<file path="config.mk">
export PLATFORM = sky130hd
export DESIGN_NAME = fcc_counter
export DESIGN_NICKNAME = d
export VERILOG_FILES = /design/src/verilog/fcc_pkg.sv /design/src/verilog/fcc_edge.sv /design/src/verilog/fcc_counter.sv
export SDC_FILE = /design/constraint.sdc
export NUM_CORES = 2
export LEC_CHECK = 0
export ABC_AREA = 1
export BUFFER_PORTS_ARGS = -buffer_cell sky130_fd_sc_hd__buf_2
export CAP_MARGIN = 15
export CORE_UTILIZATION = 60
export DETAILED_ROUTE_END_ITERATION = 10
export GPL_TIMING_DRIVEN = 0
export PLACE_DENSITY = 0.73
export SLEW_MARGIN = 30
export SYNTH_ARGS = -nofsm -noshare
export SYNTH_HDL_FRONTEND = slang
export SYNTH_SLANG_ARGS = --single-unit
</file>
<file path="constraint.sdc">
create_clock -name ref_clk -period 14.5 [get_ports ref_clk]
set_clock_uncertainty 0.1 [all_clocks]
set_input_delay 1.45 -clock ref_clk [delete_from_list [all_inputs] [get_ports ref_clk]]
set_output_delay 1.45 -clock ref_clk [all_outputs]
set_load 0.02 [all_outputs]
</file>
<file path="src/verilog/fcc_pkg.sv">
package fcc_pkg;
  // channel count and bus widths
  localparam int NUM_CH = 4;
  localparam int ADDR_W = 8;
  localparam int DATA_W = 32;
  // 1 us time base derived from the 100 MHz ref_clk
  localparam int CLK_PERIOD_NS = 10;
  localparam int TICK_NS = 1000;
  localparam int TICK_CYC = (TICK_NS + CLK_PERIOD_NS - 1) / CLK_PERIOD_NS;
  localparam int TICK_W = $clog2(TICK_CYC);
  // frequency sample windows in us, and one second in us
  localparam int US_PER_S = 1000000;
  localparam int WIN0_US = 1000000;
  localparam int WIN1_US = 100000;
  localparam int WIN2_US = 10000;
  localparam int WIN3_US = 1000;
  // per channel register block: addr[7:6]=0, addr[5:4]=channel, addr[3:0]=register
  localparam logic [1:0] REGION_CH = 2'h0;
  localparam logic [3:0] REG_CFG = 4'h0;
  localparam logic [3:0] REG_LIMIT = 4'h4;
  localparam logic [3:0] REG_ACC = 4'h8;
  localparam logic [3:0] REG_STAMP = 4'hc;
  // global registers
  localparam logic [7:0] ADDR_PRG_RST = 8'h40;
  localparam logic [7:0] ADDR_GLOBAL = 8'h44;
  localparam logic [7:0] ADDR_LEVEL = 8'h48;
  localparam logic [7:0] ADDR_TIME = 8'h4c;
  // channel config fields
  localparam int CFG_W = 6;
  localparam int CFG_MODE_LSB = 0;
  localparam int CFG_EDGE_BIT = 3;
  localparam int CFG_WIN_LSB = 4;
  localparam logic [5:0] CFG_RESET = 6'h00;
  localparam logic [31:0] LIMIT_RESET = 32'h0000_0000;
  localparam logic [3:0] PRG_RST_RESET = 4'h0;
  localparam int GLB_NEG_BIT = 0;
  // channel modes
  typedef enum logic [2:0] {
    MODE_OFF = 3'h0,
    MODE_FREQ = 3'h1,
    MODE_TOTAL = 3'h2,
    MODE_PULSE = 3'h3,
    MODE_QUAD = 3'h4,
    MODE_TOT_RESET = 3'h5
  } fcc_mode_e;
endpackage

</file>
<file path="src/verilog/fcc_edge.sv">
module fcc_edge (
  // clock and reset
  input logic ref_clk,
  input logic resetn,
  // raw pin
  input logic pin,
  // synchronised level and edge pulses
  output logic level,
  output logic rise,
  output logic fall
);
  logic meta; // first stage, read only by sync
  logic sync; // second stage
  logic prev; // previous sample for edge compare

  // two flop synchroniser plus one history flop
  always_ff @(posedge ref_clk or negedge resetn) begin
    if (!resetn) begin
      meta <= 1'b0;
      sync <= 1'b0;
      prev <= 1'b0;
    end else begin
      meta <= pin;
      sync <= meta;
      prev <= sync;
    end
  end

  // edges come from successive synchronised samples only
  assign level = sync;
  assign rise = sync & ~prev;
  assign fall = ~sync & prev;

  sync_rise_a: assert property (@(posedge ref_clk) disable iff (!resetn)
    rise |-> $past(pin, 2) && !$past(pin, 3))
    else $error("rise pulse without matching pin history");
endmodule

</file>
<file path="src/verilog/fcc_counter.sv">
module fcc_counter #(
  parameter int WIN0 = fcc_pkg::WIN0_US,
  parameter int WIN1 = fcc_pkg::WIN1_US,
  parameter int WIN2 = fcc_pkg::WIN2_US,
  parameter int WIN3 = fcc_pkg::WIN3_US
) (
  // clock and reset
  input logic ref_clk,
  input logic resetn,
  // counter input pins
  input logic [fcc_pkg::NUM_CH-1:0] count_pin,
  // register port
  input logic [fcc_pkg::ADDR_W-1:0] addr,
  input logic [fcc_pkg::DATA_W-1:0] wr_data,
  input logic wr_en,
  input logic rd_en,
  output logic [fcc_pkg::DATA_W-1:0] rd_data
);
  import fcc_pkg::*;

  logic [CFG_W-1:0] cfg [NUM_CH]; // mode, edge, window per channel
  logic [31:0] limit [NUM_CH]; // wrap limit per channel
  logic [31:0] measurement_input_register [NUM_CH]; // accumulators
  logic [31:0] stamp [NUM_CH]; // us time of last counted edge
  logic [31:0] fcnt [NUM_CH]; // edges seen in current window
  logic [31:0] wcnt [NUM_CH]; // us elapsed in current window
  logic [3:0] program_reset_bits; // level resets from the program
  logic neg_logic; // inputs read as on when low
  logic [TICK_W-1:0] tick_cnt; // cycles within one us
  logic tick; // one cycle pulse per us
  logic [31:0] us_time; // free running us count
  logic [NUM_CH-1:0] level; // synchronised pin levels
  logic [NUM_CH-1:0] rise; // synchronised rising edges
  logic [NUM_CH-1:0] fall; // synchronised falling edges
  logic [NUM_CH-1:0] count_edge; // configured edge per channel
  logic [NUM_CH-1:0] hw_hit; // hardware reset strike per channel
  logic hw_reset_input_a; // input three edge aimed at channel one
  logic hw_reset_input_b; // input four edge aimed at channel two
  logic [1:0] wr_ch; // channel addressed by the bus
  logic [2:0] wr_mode; // mode field of the write data
  logic [31:0] next_rd; // read mux result
  logic [31:0] win_len [NUM_CH]; // selected window in us
  logic [31:0] win_scale [NUM_CH]; // windows per second

  assign wr_ch = addr[5:4];
  assign wr_mode = wr_data[CFG_MODE_LSB +: 3];

  // 1 us time base; frequency windows and edge time stamps are quantised to this tick
  always_ff @(posedge ref_clk or negedge resetn) begin
    if (!resetn) begin
      tick_cnt <= '0;
    end else if (tick) begin
      tick_cnt <= '0;
    end else begin
      tick_cnt <= tick_cnt + 1'b1;
    end
  end
  assign tick = (tick_cnt == TICK_W'(TICK_CYC - 1));

  // microsecond clock used for edge time stamps
  always_ff @(posedge ref_clk or negedge resetn) begin
    if (!resetn) begin
      us_time <= 32'h0000_0000;
    end else if (tick) begin
      us_time <= us_time + 32'h0000_0001;
    end
  end

  tick_period_a: assert property (@(posedge ref_clk) disable iff (!resetn)
    tick |-> ##1 !tick ##99 tick)
    else $error("time base tick not every 100 cycles");

  // channel configuration and wrap limits
  always_ff @(posedge ref_clk or negedge resetn) begin
    if (!resetn) begin
      for (int i = 0; i < NUM_CH; i++) begin
        cfg[i] <= CFG_RESET;
        limit[i] <= LIMIT_RESET;
      end
    end else if (wr_en && addr[7:6] == REGION_CH) begin
      if (addr[3:0] == REG_CFG) begin
        // reset type only once the target channel already totalizes
        if (wr_mode == MODE_TOT_RESET &&
            !(wr_ch[1] && cfg[{1'b0, wr_ch[0]}][2:0] == MODE_TOTAL)) begin
          cfg[wr_ch] <= {wr_data[CFG_W-1:3], MODE_OFF};
        end else begin
          cfg[wr_ch] <= wr_data[CFG_W-1:0];
        end
      end else if (addr[3:0] == REG_LIMIT) begin
        limit[wr_ch] <= wr_data;
      end
    end
  end

  // program reset bits and global polarity
  always_ff @(posedge ref_clk or negedge resetn) begin
    if (!resetn) begin
      program_reset_bits <= PRG_RST_RESET;
      neg_logic <= 1'b0;
    end else if (wr_en && addr == ADDR_PRG_RST) begin
      program_reset_bits <= wr_data[3:0];
    end else if (wr_en && addr == ADDR_GLOBAL) begin
      neg_logic <= wr_data[GLB_NEG_BIT];
    end
  end

  // hardware reset sources; the reset channel's own edge bit picks polarity
  assign hw_reset_input_a = cfg[2][2:0] == MODE_TOT_RESET && count_edge[2];
  assign hw_reset_input_b = cfg[3][2:0] == MODE_TOT_RESET && count_edge[3];
  assign hw_hit[0] = hw_reset_input_a && cfg[0][2:0] == MODE_TOTAL;
  assign hw_hit[1] = hw_reset_input_b && cfg[1][2:0] == MODE_TOTAL;
  // only the first two channels have a reset partner; the upper two never strike
  assign hw_hit[3:2] = 2'b00;

  genvar g;
  generate
    for (g = 0; g < NUM_CH; g++) begin : g_ch
      // pin synchroniser and edge detector
      fcc_edge u_edge (
        .ref_clk(ref_clk),
        .resetn(resetn),
        .pin(count_pin[g]),
        .level(level[g]),
        .rise(rise[g]),
        .fall(fall[g])
      );

      // edge select works on the uninverted synchronised pin, so it ignores neg_logic;
      // negative logic users must pick the opposite edge
      assign count_edge[g] = cfg[g][CFG_EDGE_BIT] ? fall[g] : rise[g];

      // window choice trades update rate against resolution
      always_comb begin
        case (cfg[g][CFG_WIN_LSB +: 2])
          2'h0: win_len[g] = 32'(WIN0);
          2'h1: win_len[g] = 32'(WIN1);
          2'h2: win_len[g] = 32'(WIN2);
          default: win_len[g] = 32'(WIN3);
        endcase
        win_scale[g] = 32'(US_PER_S) / win_len[g];
      end

      // window timer and edge count for frequency mode
      always_ff @(posedge ref_clk or negedge resetn) begin
        if (!resetn) begin
          wcnt[g] <= 32'h0000_0000;
          fcnt[g] <= 32'h0000_0000;
        end else if (cfg[g][2:0] != MODE_FREQ) begin
          wcnt[g] <= 32'h0000_0000;
          fcnt[g] <= 32'h0000_0000;
        end else if (tick && wcnt[g] >= win_len[g] - 32'h0000_0001) begin
          // window closes: restart, keeping an edge that lands now
          wcnt[g] <= 32'h0000_0000;
          fcnt[g] <= {31'h0, rise[g]};
        end else begin
          wcnt[g] <= tick ? wcnt[g] + 32'h0000_0001 : wcnt[g];
          fcnt[g] <= fcnt[g] + {31'h0, rise[g]};
        end
      end

      // accumulator: program reset, hardware reset, totalize, frequency
      // a held program bit outranks a hardware strike landing in the same cycle
      always_ff @(posedge ref_clk or negedge resetn) begin
        if (!resetn) begin
          measurement_input_register[g] <= 32'h0000_0000;
        end else if (program_reset_bits[g] && cfg[g][2:0] == MODE_TOTAL) begin
          measurement_input_register[g] <= 32'h0000_0000;
        end else if (hw_hit[g]) begin
          // cleared three cycles after the pin edge, far inside 100 us
          measurement_input_register[g] <= 32'h0000_0000;
        end else if (cfg[g][2:0] == MODE_TOTAL && count_edge[g]) begin
          if (limit[g] != 32'h0000_0000 &&
              measurement_input_register[g] == limit[g] - 32'h0000_0001) begin
            measurement_input_register[g] <= 32'h0000_0000;
          end else begin
            // zero limit rolls over naturally at the top of 32 bits
            measurement_input_register[g] <= measurement_input_register[g] + 32'h1;
          end
        end else if (cfg[g][2:0] == MODE_FREQ && tick &&
                     wcnt[g] >= win_len[g] - 32'h0000_0001) begin
          measurement_input_register[g] <= 32'(fcnt[g] * win_scale[g]);
        end
      end

      // time stamp of the last counted edge at 1 us resolution
      always_ff @(posedge ref_clk or negedge resetn) begin
        if (!resetn) begin
          stamp[g] <= 32'h0000_0000;
        end else if (cfg[g][2:0] != MODE_OFF && count_edge[g]) begin
          stamp[g] <= us_time;
        end
      end

      prog_hold_a: assert property (@(posedge ref_clk) disable iff (!resetn)
        program_reset_bits[g] && cfg[g][2:0] == MODE_TOTAL
        |=> measurement_input_register[g] == 32'h0000_0000)
        else $error("program reset did not hold accumulator at zero");

      tot_inc_a: assert property (@(posedge ref_clk) disable iff (!resetn)
        cfg[g][2:0] == MODE_TOTAL && count_edge[g] && !program_reset_bits[g] &&
        !hw_hit[g] && limit[g] == 32'h0000_0000
        |=> measurement_input_register[g] == $past(measurement_input_register[g]) + 32'h1)
        else $error("totalizer did not count edge");

      wrap_zero_a: assert property (@(posedge ref_clk) disable iff (!resetn)
        cfg[g][2:0] == MODE_TOTAL && count_edge[g] && !program_reset_bits[g] &&
        limit[g] != 32'h0000_0000 &&
        measurement_input_register[g] == limit[g] - 32'h0000_0001
        |=> measurement_input_register[g] == 32'h0000_0000)
        else $error("totalizer did not wrap at limit");

      full_range_a: assert property (@(posedge ref_clk) disable iff (!resetn)
        cfg[g][2:0] == MODE_TOTAL && limit[g] == 32'h0000_0000 &&
        measurement_input_register[g] != 32'hffff_ffff && count_edge[g] &&
        !program_reset_bits[g] && !hw_hit[g]
        |=> measurement_input_register[g] != 32'h0000_0000)
        else $error("zero limit wrapped early");

      freq_load_a: assert property (@(posedge ref_clk) disable iff (!resetn)
        cfg[g][2:0] == MODE_FREQ && tick && wcnt[g] >= win_len[g] - 32'h1
        |=> measurement_input_register[g] == 32'($past(fcnt[g]) * $past(win_scale[g])))
        else $error("frequency result not loaded at window end");

      // a counted edge records the microsecond in which it was seen
      edge_stamp_a: assert property (@(posedge ref_clk) disable iff (!resetn)
        cfg[g][2:0] != MODE_OFF && count_edge[g]
        |=> stamp[g] == $past(us_time))
        else $error("edge time stamp not taken");
    end
  endgenerate

  hw_clear_a: assert property (@(posedge ref_clk) disable iff (!resetn)
    cfg[0][2:0] == MODE_TOTAL && cfg[2][2:0] == MODE_TOT_RESET && count_edge[2]
    |=> measurement_input_register[0] == 32'h0000_0000)
    else $error("hardware reset missed totalizer one");

  hw_edge_only_a: assert property (@(posedge ref_clk) disable iff (!resetn)
    hw_reset_input_b |=> !hw_reset_input_b)
    else $error("hardware reset acted as a level");

  // the second reset input clears totalizer two one cycle after its edge
  hw_clear_b_a: assert property (@(posedge ref_clk) disable iff (!resetn)
    cfg[1][2:0] == MODE_TOTAL && hw_reset_input_b
    |=> measurement_input_register[1] == 32'h0000_0000)
    else $error("hardware reset missed totalizer two");

  // a reset type request sets the channel to MODE_OFF while its target is not totalizing
  tot_reset_gate_a: assert property (@(posedge ref_clk) disable iff (!resetn)
    wr_en && addr == {REGION_CH, 2'h2, REG_CFG} && wr_data[2:0] == MODE_TOT_RESET &&
    cfg[0][2:0] != MODE_TOTAL
    |=> cfg[2][2:0] == MODE_OFF)
    else $error("reset type accepted without a totalizing target");

  // read mux over channel and global registers
  always_comb begin
    next_rd = 32'h0000_0000;
    if (addr[7:6] == REGION_CH) begin
      if (addr[3:0] == REG_CFG) begin
        next_rd = {26'h0, cfg[wr_ch]};
      end else if (addr[3:0] == REG_LIMIT) begin
        next_rd = limit[wr_ch];
      end else if (addr[3:0] == REG_ACC) begin
        next_rd = measurement_input_register[wr_ch];
      end else if (addr[3:0] == REG_STAMP) begin
        next_rd = stamp[wr_ch];
      end
    end else if (addr == ADDR_PRG_RST) begin
      next_rd = {28'h0, program_reset_bits};
    end else if (addr == ADDR_GLOBAL) begin
      next_rd = {31'h0, neg_logic};
    end else if (addr == ADDR_LEVEL) begin
      next_rd = {28'h0, level ^ {NUM_CH{neg_logic}}};
    end else if (addr == ADDR_TIME) begin
      next_rd = us_time;
    end
  end

  // read data valid only in the cycle after the read strobe
  always_ff @(posedge ref_clk or negedge resetn) begin
    if (!resetn) begin
      rd_data <= 32'h0000_0000;
    end else begin
      rd_data <= rd_en ? next_rd : 32'h0000_0000;
    end
  end

  rd_acc_a: assert property (@(posedge ref_clk) disable iff (!resetn)
    rd_en && addr == {REGION_CH, 2'h1, REG_ACC}
    |=> rd_data == $past(measurement_input_register[1]))
    else $error("accumulator read returned wrong value");
endmodule

</file>
Word level (Yosys, flattened, before mapping). Cells that the tools add are included.

Add/subtract/negate cells: 22. $mul: 4. Div/mod/pow operators: 4. $lt $le $gt $ge: 7. Eq/ne operators: 36. Mux-type cells: 80. Bitwise operators: 21. Reduce and logical (&&, ||, !) cells: 64.

Operators by type and width (count): 2-to-1 mux 32 bit (55); adder 32 x 1 -> 32 bit, second input constant (9); case mux 20 bit (3 select lines) (4); subtractor 32 x 1 -> 32 bit, second input constant (7); binary-select mux 32 bit (select 2 bit) (3); adder 32 x 1 -> 32 bit (4); bitwise mux 128 bit (1); divider 20 x 32 -> 32 bit, first input constant (4); equality test 32 bit (4); >= comparator 32 bit (4); multiplier 32 x 32 -> 32 bit (4); nonzero test 32 bit (4); demux 32 bit (select 2 bit) (1); bitwise mux 24 bit (2); logical AND 1 bit (38); equality test 8 x 7 -> 1 bit, second input constant (4); nonzero test 3 bit (10); binary-select mux 6 bit (select 2 bit) (2); 2-to-1 mux 24 bit (1); subtractor 20 x 1 -> 21 bit, second input constant (1); 2-to-1 mux 6 bit (3); equality test 3 x 2 -> 1 bit, second input constant (5); demux 6 bit (select 2 bit) (1); equality test 3 x 1 -> 1 bit, second input constant (4); other kinds (24) (63).

Register bits after elaboration: 752. Input port bits: 48. Logic and storage cells: 279.

Depth between registers and ports, before layout.
Word-level depth: 10. Mapped depth: 65. Mapped depth without buffers: 61.

Hierarchy. From an unflattened synthesis, not the netlist that was laid out.

Cells, all modules: 11262. Area, all modules: 85383.1 um^2.

Modules (own cells, without submodules): fcc_counter (times used 1, cells each 11234, area each 85022.8 um^2); fcc_edge (times used 4, cells each 7, area each 90.1 um^2).

Worst setup path before layout. Ideal clock, no wire load.

Path kind: register -> register. From: reg (tool-made name). To: reg measurement_input_register[55] (netlist name). Library setup time: 0.083 ns. Arrival: 11.088 ns. Data required time: 14.317 ns. Slack: 3.229 ns. Stages on the path, launching flop included: 63. Path buffers: 5. Period minus slack after synthesis: 11.271 ns. Path through: dfrtp_1 -> clkbuf_1 -> inv_1 -> ha_1 -> inv_2 -> ha_1 -> or2_2 -> ha_1 -> inv_1 -> nor2_1 -> nand2_1 -> nand2_1 -> nand2_1 -> nand2_2 -> buf_2 -> nand2_1 -> o21ai_0 -> ha_1 -> (+27 left out) -> ha_1 -> fa_1 -> inv_1 -> fa_1 -> inv_1 -> ha_1 -> a21o_1 -> or2_2 -> a21oi_1 -> o21ai_1 -> a21oi_1 -> o21ai_0 -> a21boi_1 -> o21ai_0 -> or2_2 -> nand3_1 -> nand3_1 -> o21ai_0.

RTL lines: to (signal, indexed assignment) (line fcc_counter.sv:177) `measurement_input_register[g] <= measurement_input_register[g] + 32'h1;`; to (signal, indexed assignment) (line fcc_counter.sv:181) `measurement_input_register[g] <= 32'(fcnt[g] * win_scale[g]);`; to (decl) (line fcc_counter.sv:23) `logic [31:0] measurement_input_register [NUM_CH];`.

==> flow_metrics.py <==
metrics = {
    "status": {
        "status": "complete, no violations",
    },
    "layout": {
        "syn2layout_area_growth_pct": 7.59,
        "finalNonFillerCells": 13500,
        "fin_nets": 13100,
        "diodes": 0,
        "design_area_um2": 92200,
        "num-fill-cells": 12500,
        "drive_gt1_frac": 0.0445,
        "final_util": 0.651,
    },
    "global_routing": {
        "gr-usage-all-layers": 0.386,
        "first_global_vias": 77000,
        "grt_remaining_overflow": 0,
        "grt_pass1_wl_um": 435000,
        "antenna_found_initial": 10,
        "grt_max_degree": 122,
    },
    "setup_path": {
        "cp_slowest_cell": "dfrtp_1",
        "critPathTopFamily": "adder cells",
        "crit_path_frequent_cell": "nand2_1",
        "crit_arrival_ns": 14.21,
        "end_kind": "register",
        "critPathMaxStageDelay_ns": 0.63,
        "cp_max_fo": 12,
        "crit_cells": 62,
        "crit_type": "reg2reg",
        "crit_required_ns": 15.06,
        "r2r_cells": 62,
        "start_kind": "register",
        "path_buf_inv": 13,
    },
    "sta": {
        "worst_pin_slew_ns": 1.05,
        "fmax_mhz": 73.3,
        "fin_tns_setup_ns": 0,
        "finalCritPeriodShare": 0.941,
        "hold_viol": 0,
        "setup_viol": 0,
        "rsz0062_at_grt": "no",
        "slew_viol_final": 0,
        "post-route-min-period_ns": 13.64,
        "slew_headroom": 0.301,
    },
    "yosys": {
        "synth_area_per_cell_um2": 7.61,
        "yosys.area.top_type_share": 0.220,
        "ys_warn_count": 0,
        "synthTopCellsByArea": "dfrtp_1 (22%), fa_1 (20%), inv_1 (11%)",
        "synth_seq_area_share": 0.220,
        "yosys_most_used_dff": "dfrtp_1",
        "synth_top_area_cell": "dfrtp_1",
        "async_flop_share": 1.00,
        "syn_inst": 11300,
        "ys_seq_elements": 752,
        "ys_types": 83,
        "synth_edf_count": 0,
        "syn_area_um2": 85700,
    },
    "cts": {
        "clkLatencyLatePin_ns": 0.78,
        "clk_pin_slew_ns": 0.06,
        "cts_inserted_buffers": 90,
        "clockBufferDepth": 3,
        "cts.sinks": 752,
        "h-tree-depth": 3,
        "cts_setup_buffers": 0,
        "root_buffer": "clkbuf_16",
        "cts_tree": "yes",
    },
    "floorplan": {
        "die-area_um2": 144000,
        "die-width_um": 380,
        "fp-row-count": 138,
        "die_h_um": 380,
        "io_pins": 80,
        "initial_core_util": 0.605,
        "core-area_um2": 142000,
    },
    "hold_path": {
        "hp-class": "reg2reg",
        "worstHoldPathCells": 0,
    },
    "placement": {
        "post-place-cells": 13300,
        "gp_congestion": 1.06,
        "dp_hpwl_um": 223000,
        "numPortBuffers": 76,
        "post_dp_cell_area_um2": 89000,
    },
    "power": {
        "p_leak_nw": 47.4,
        "power_density_nw_per_um2": 67.5,
        "vdd_drop_max_mv": 0.0946,
    },
    "route": {
        "route.detailed.drc": 0,
        "drtIter0Drc": 7539,
        "ant_nets": 0,
        "via_count": 76600,
        "drt_pass1_iterations": 6,
        "routed_wl_um": 274000,
        "viasPerCell": 5.68,
        "wl_per_cell_um": 20.3,
    },
    "run": {
        "maxCapViolations": 0,
    },
}
[registers in the layout (all words and copies together) (netlist names), named ones only]
signal	count
fcnt	128
limit	128
measurement_input_register	128
stamp	128
wcnt	128
rd_data	32
us_time	32
cfg	12
tick_cnt	7
g_ch.u_edge.level	4
g_ch.u_edge.meta	4
g_ch.u_edge.prev	4
program_reset_bits	4
neg_logic	1
[cells in the final DEF (no fill, tap or decap), types with 18 or more instances in the layout]
master	instances
clkinv_2	22
clkbuf_1	335
a31oi_1	44
fa_1	864
a21oi_1	283
nor2_2	22
nor3b_1	22
dfrtp_1	752
ha_1	638
inv_2	20
xor2_1	383
nor3_1	209
buf_2	122
a21o_1	18
buf_1	37
nor3_2	24
nand2_1	2360
o22ai_1	179
xnor2_1	108
conb_1	88
inv_1	2472
o21ai_0	605
clkbuf_16	90
nand4_1	146
nor4_1	86
or2_2	35
nand3_1	395
a221oi_1	22
o21ai_1	64
nor2_1	771
[cells in the mapped netlist, types with 10 or more instances]
| master | number |
|---|---|
| a211oi_1 | 16 |
| o2111ai_1 | 11 |
| nand3_2 | 16 |
| nor3_1 | 210 |
| ha_1 | 638 |
| nor3_2 | 23 |
| xnor2_1 | 108 |
| buf_1 | 38 |
| nor4_2 | 12 |
| a21oi_1 | 283 |
| a31oi_1 | 44 |
| a22o_1 | 16 |
| fa_1 | 864 |
| a41oi_1 | 17 |
| a221oi_1 | 22 |
| o221ai_1 | 10 |
| nor2_4 | 13 |
| nand2_1 | 2360 |
| inv_2 | 20 |
| a22oi_1 | 13 |
| nor4_1 | 86 |
| nor2_2 | 22 |
| nand3_1 | 395 |
| nand4_1 | 146 |
| xor2_1 | 383 |
| nand3b_1 | 10 |
| nand2_2 | 14 |
| o21ai_0 | 608 |
| buf_6 | 13 |
| inv_1 | 2472 |
| buf_2 | 46 |
| o21bai_1 | 12 |
| clkbuf_1 | 324 |
| nor3b_1 | 22 |
| o22ai_1 | 179 |
| a21o_1 | 18 |
| or2_2 | 35 |
| dfrtp_1 | 752 |
| o31ai_1 | 17 |
| o21ai_1 | 62 |
| clkinv_1 | 10 |
| o211ai_1 | 17 |
| nor2_1 | 771 |
[worst paths after layout]
check	slack (ns)	start	end
worst max-delay path	0.86	register	measurement_input_register[55]
worst min-delay path	0.25	g_ch[2].u_edge.meta	g_ch[2].u_edge.level
worst max register to register	0.86	register	measurement_input_register[55]
worst min register to register	0.25	g_ch[2].u_edge.meta	g_ch[2].u_edge.level
max in group asynchronous	11.38	resetn	stamp[114]
min in group asynchronous	0.44	resetn	wcnt[29]
[per-layer routing]
layer | wire [um] | up-vias | global-route usage
met3 | 23700 | 622 | 0.0660
met5 | 68 | - | 0
li1 | - | 35300 | -
met4 | 13000 | 10 | 0.168
met1 | 112000 | 37400 | 0.518
met2 | 125000 | 3251 | 0.615
[cells by family after synthesis]
| family | count (synthesis) | share of synthesized area |
|---|---|---|
| buffers and inverters | 2938 | 0.131 |
| flip-flops | 752 | 0.220 |
| AND/OR/NAND/NOR | 4176 | 0.211 |
| AO/OA/AOI/OAI | 1392 | 0.0926 |
| XOR/XNOR | 491 | 0.0502 |
| adder cells (fa/ha/maj) | 1502 | 0.295 |
| other | 2 | 0.0000877 |
[worst register-to-register path, delay by kind of cell (launching register included)]
family                   cells  cell delay, ns
buffers and inverters       13            2.46
adder cells (fa/ha/maj)     14            5.50
AND/OR/NAND/NOR             24            3.05
flip-flops                   1            0.63
AO/OA/AOI/OAI               11            1.87
[cell type report]
class | instances | area (um^2) | share of cell area
Timing Repair Buffer | 88 | 637 | 0.00691
Tap cell | 1890 | 2360 | 0.0257
Sequential cell | 752 | 18800 | 0.204
Buffer | 434 | 1850 | 0.0200
Clock inverter | 50 | 636 | 0.00690
Clock buffer | 116 | 2480 | 0.0269
Multi-Input combinational cell | 7649 | 56000 | 0.607
Inverter | 2504 | 9410 | 0.102
[timing repair]
action                     4_1_cts  5_1_grt
setup endpoints to repair        0       10
hold buffers                     0        0
resized for setup                0        7
[where the power goes]
| part | total (W) | internal (W) | switching [W] |
|---|---|---|---|
| logic | 0.00150 | 0.000463 | 0.00103 |
| clock network | 0.00241 | 0.00135 | 0.00105 |
| registers | 0.00232 | 0.00217 | 0.000154 |
[metrics by stage]
stage / setup WS, ns / hold WS (ns) / total power, W
finish: 0.855 / 0.252 / 0.00623
global route: 0.0146 / 0.265 / 0.00647
CTS: 0.322 / 0.253 / 0.00621
detailed placement: 0.357 / 0.237 / 0.00381
global placement: -4.82 / 0.235 / 0.00378
floorplan: 3.23 / 0.231 / 0.00328
(Power assumes the default switching activity.)
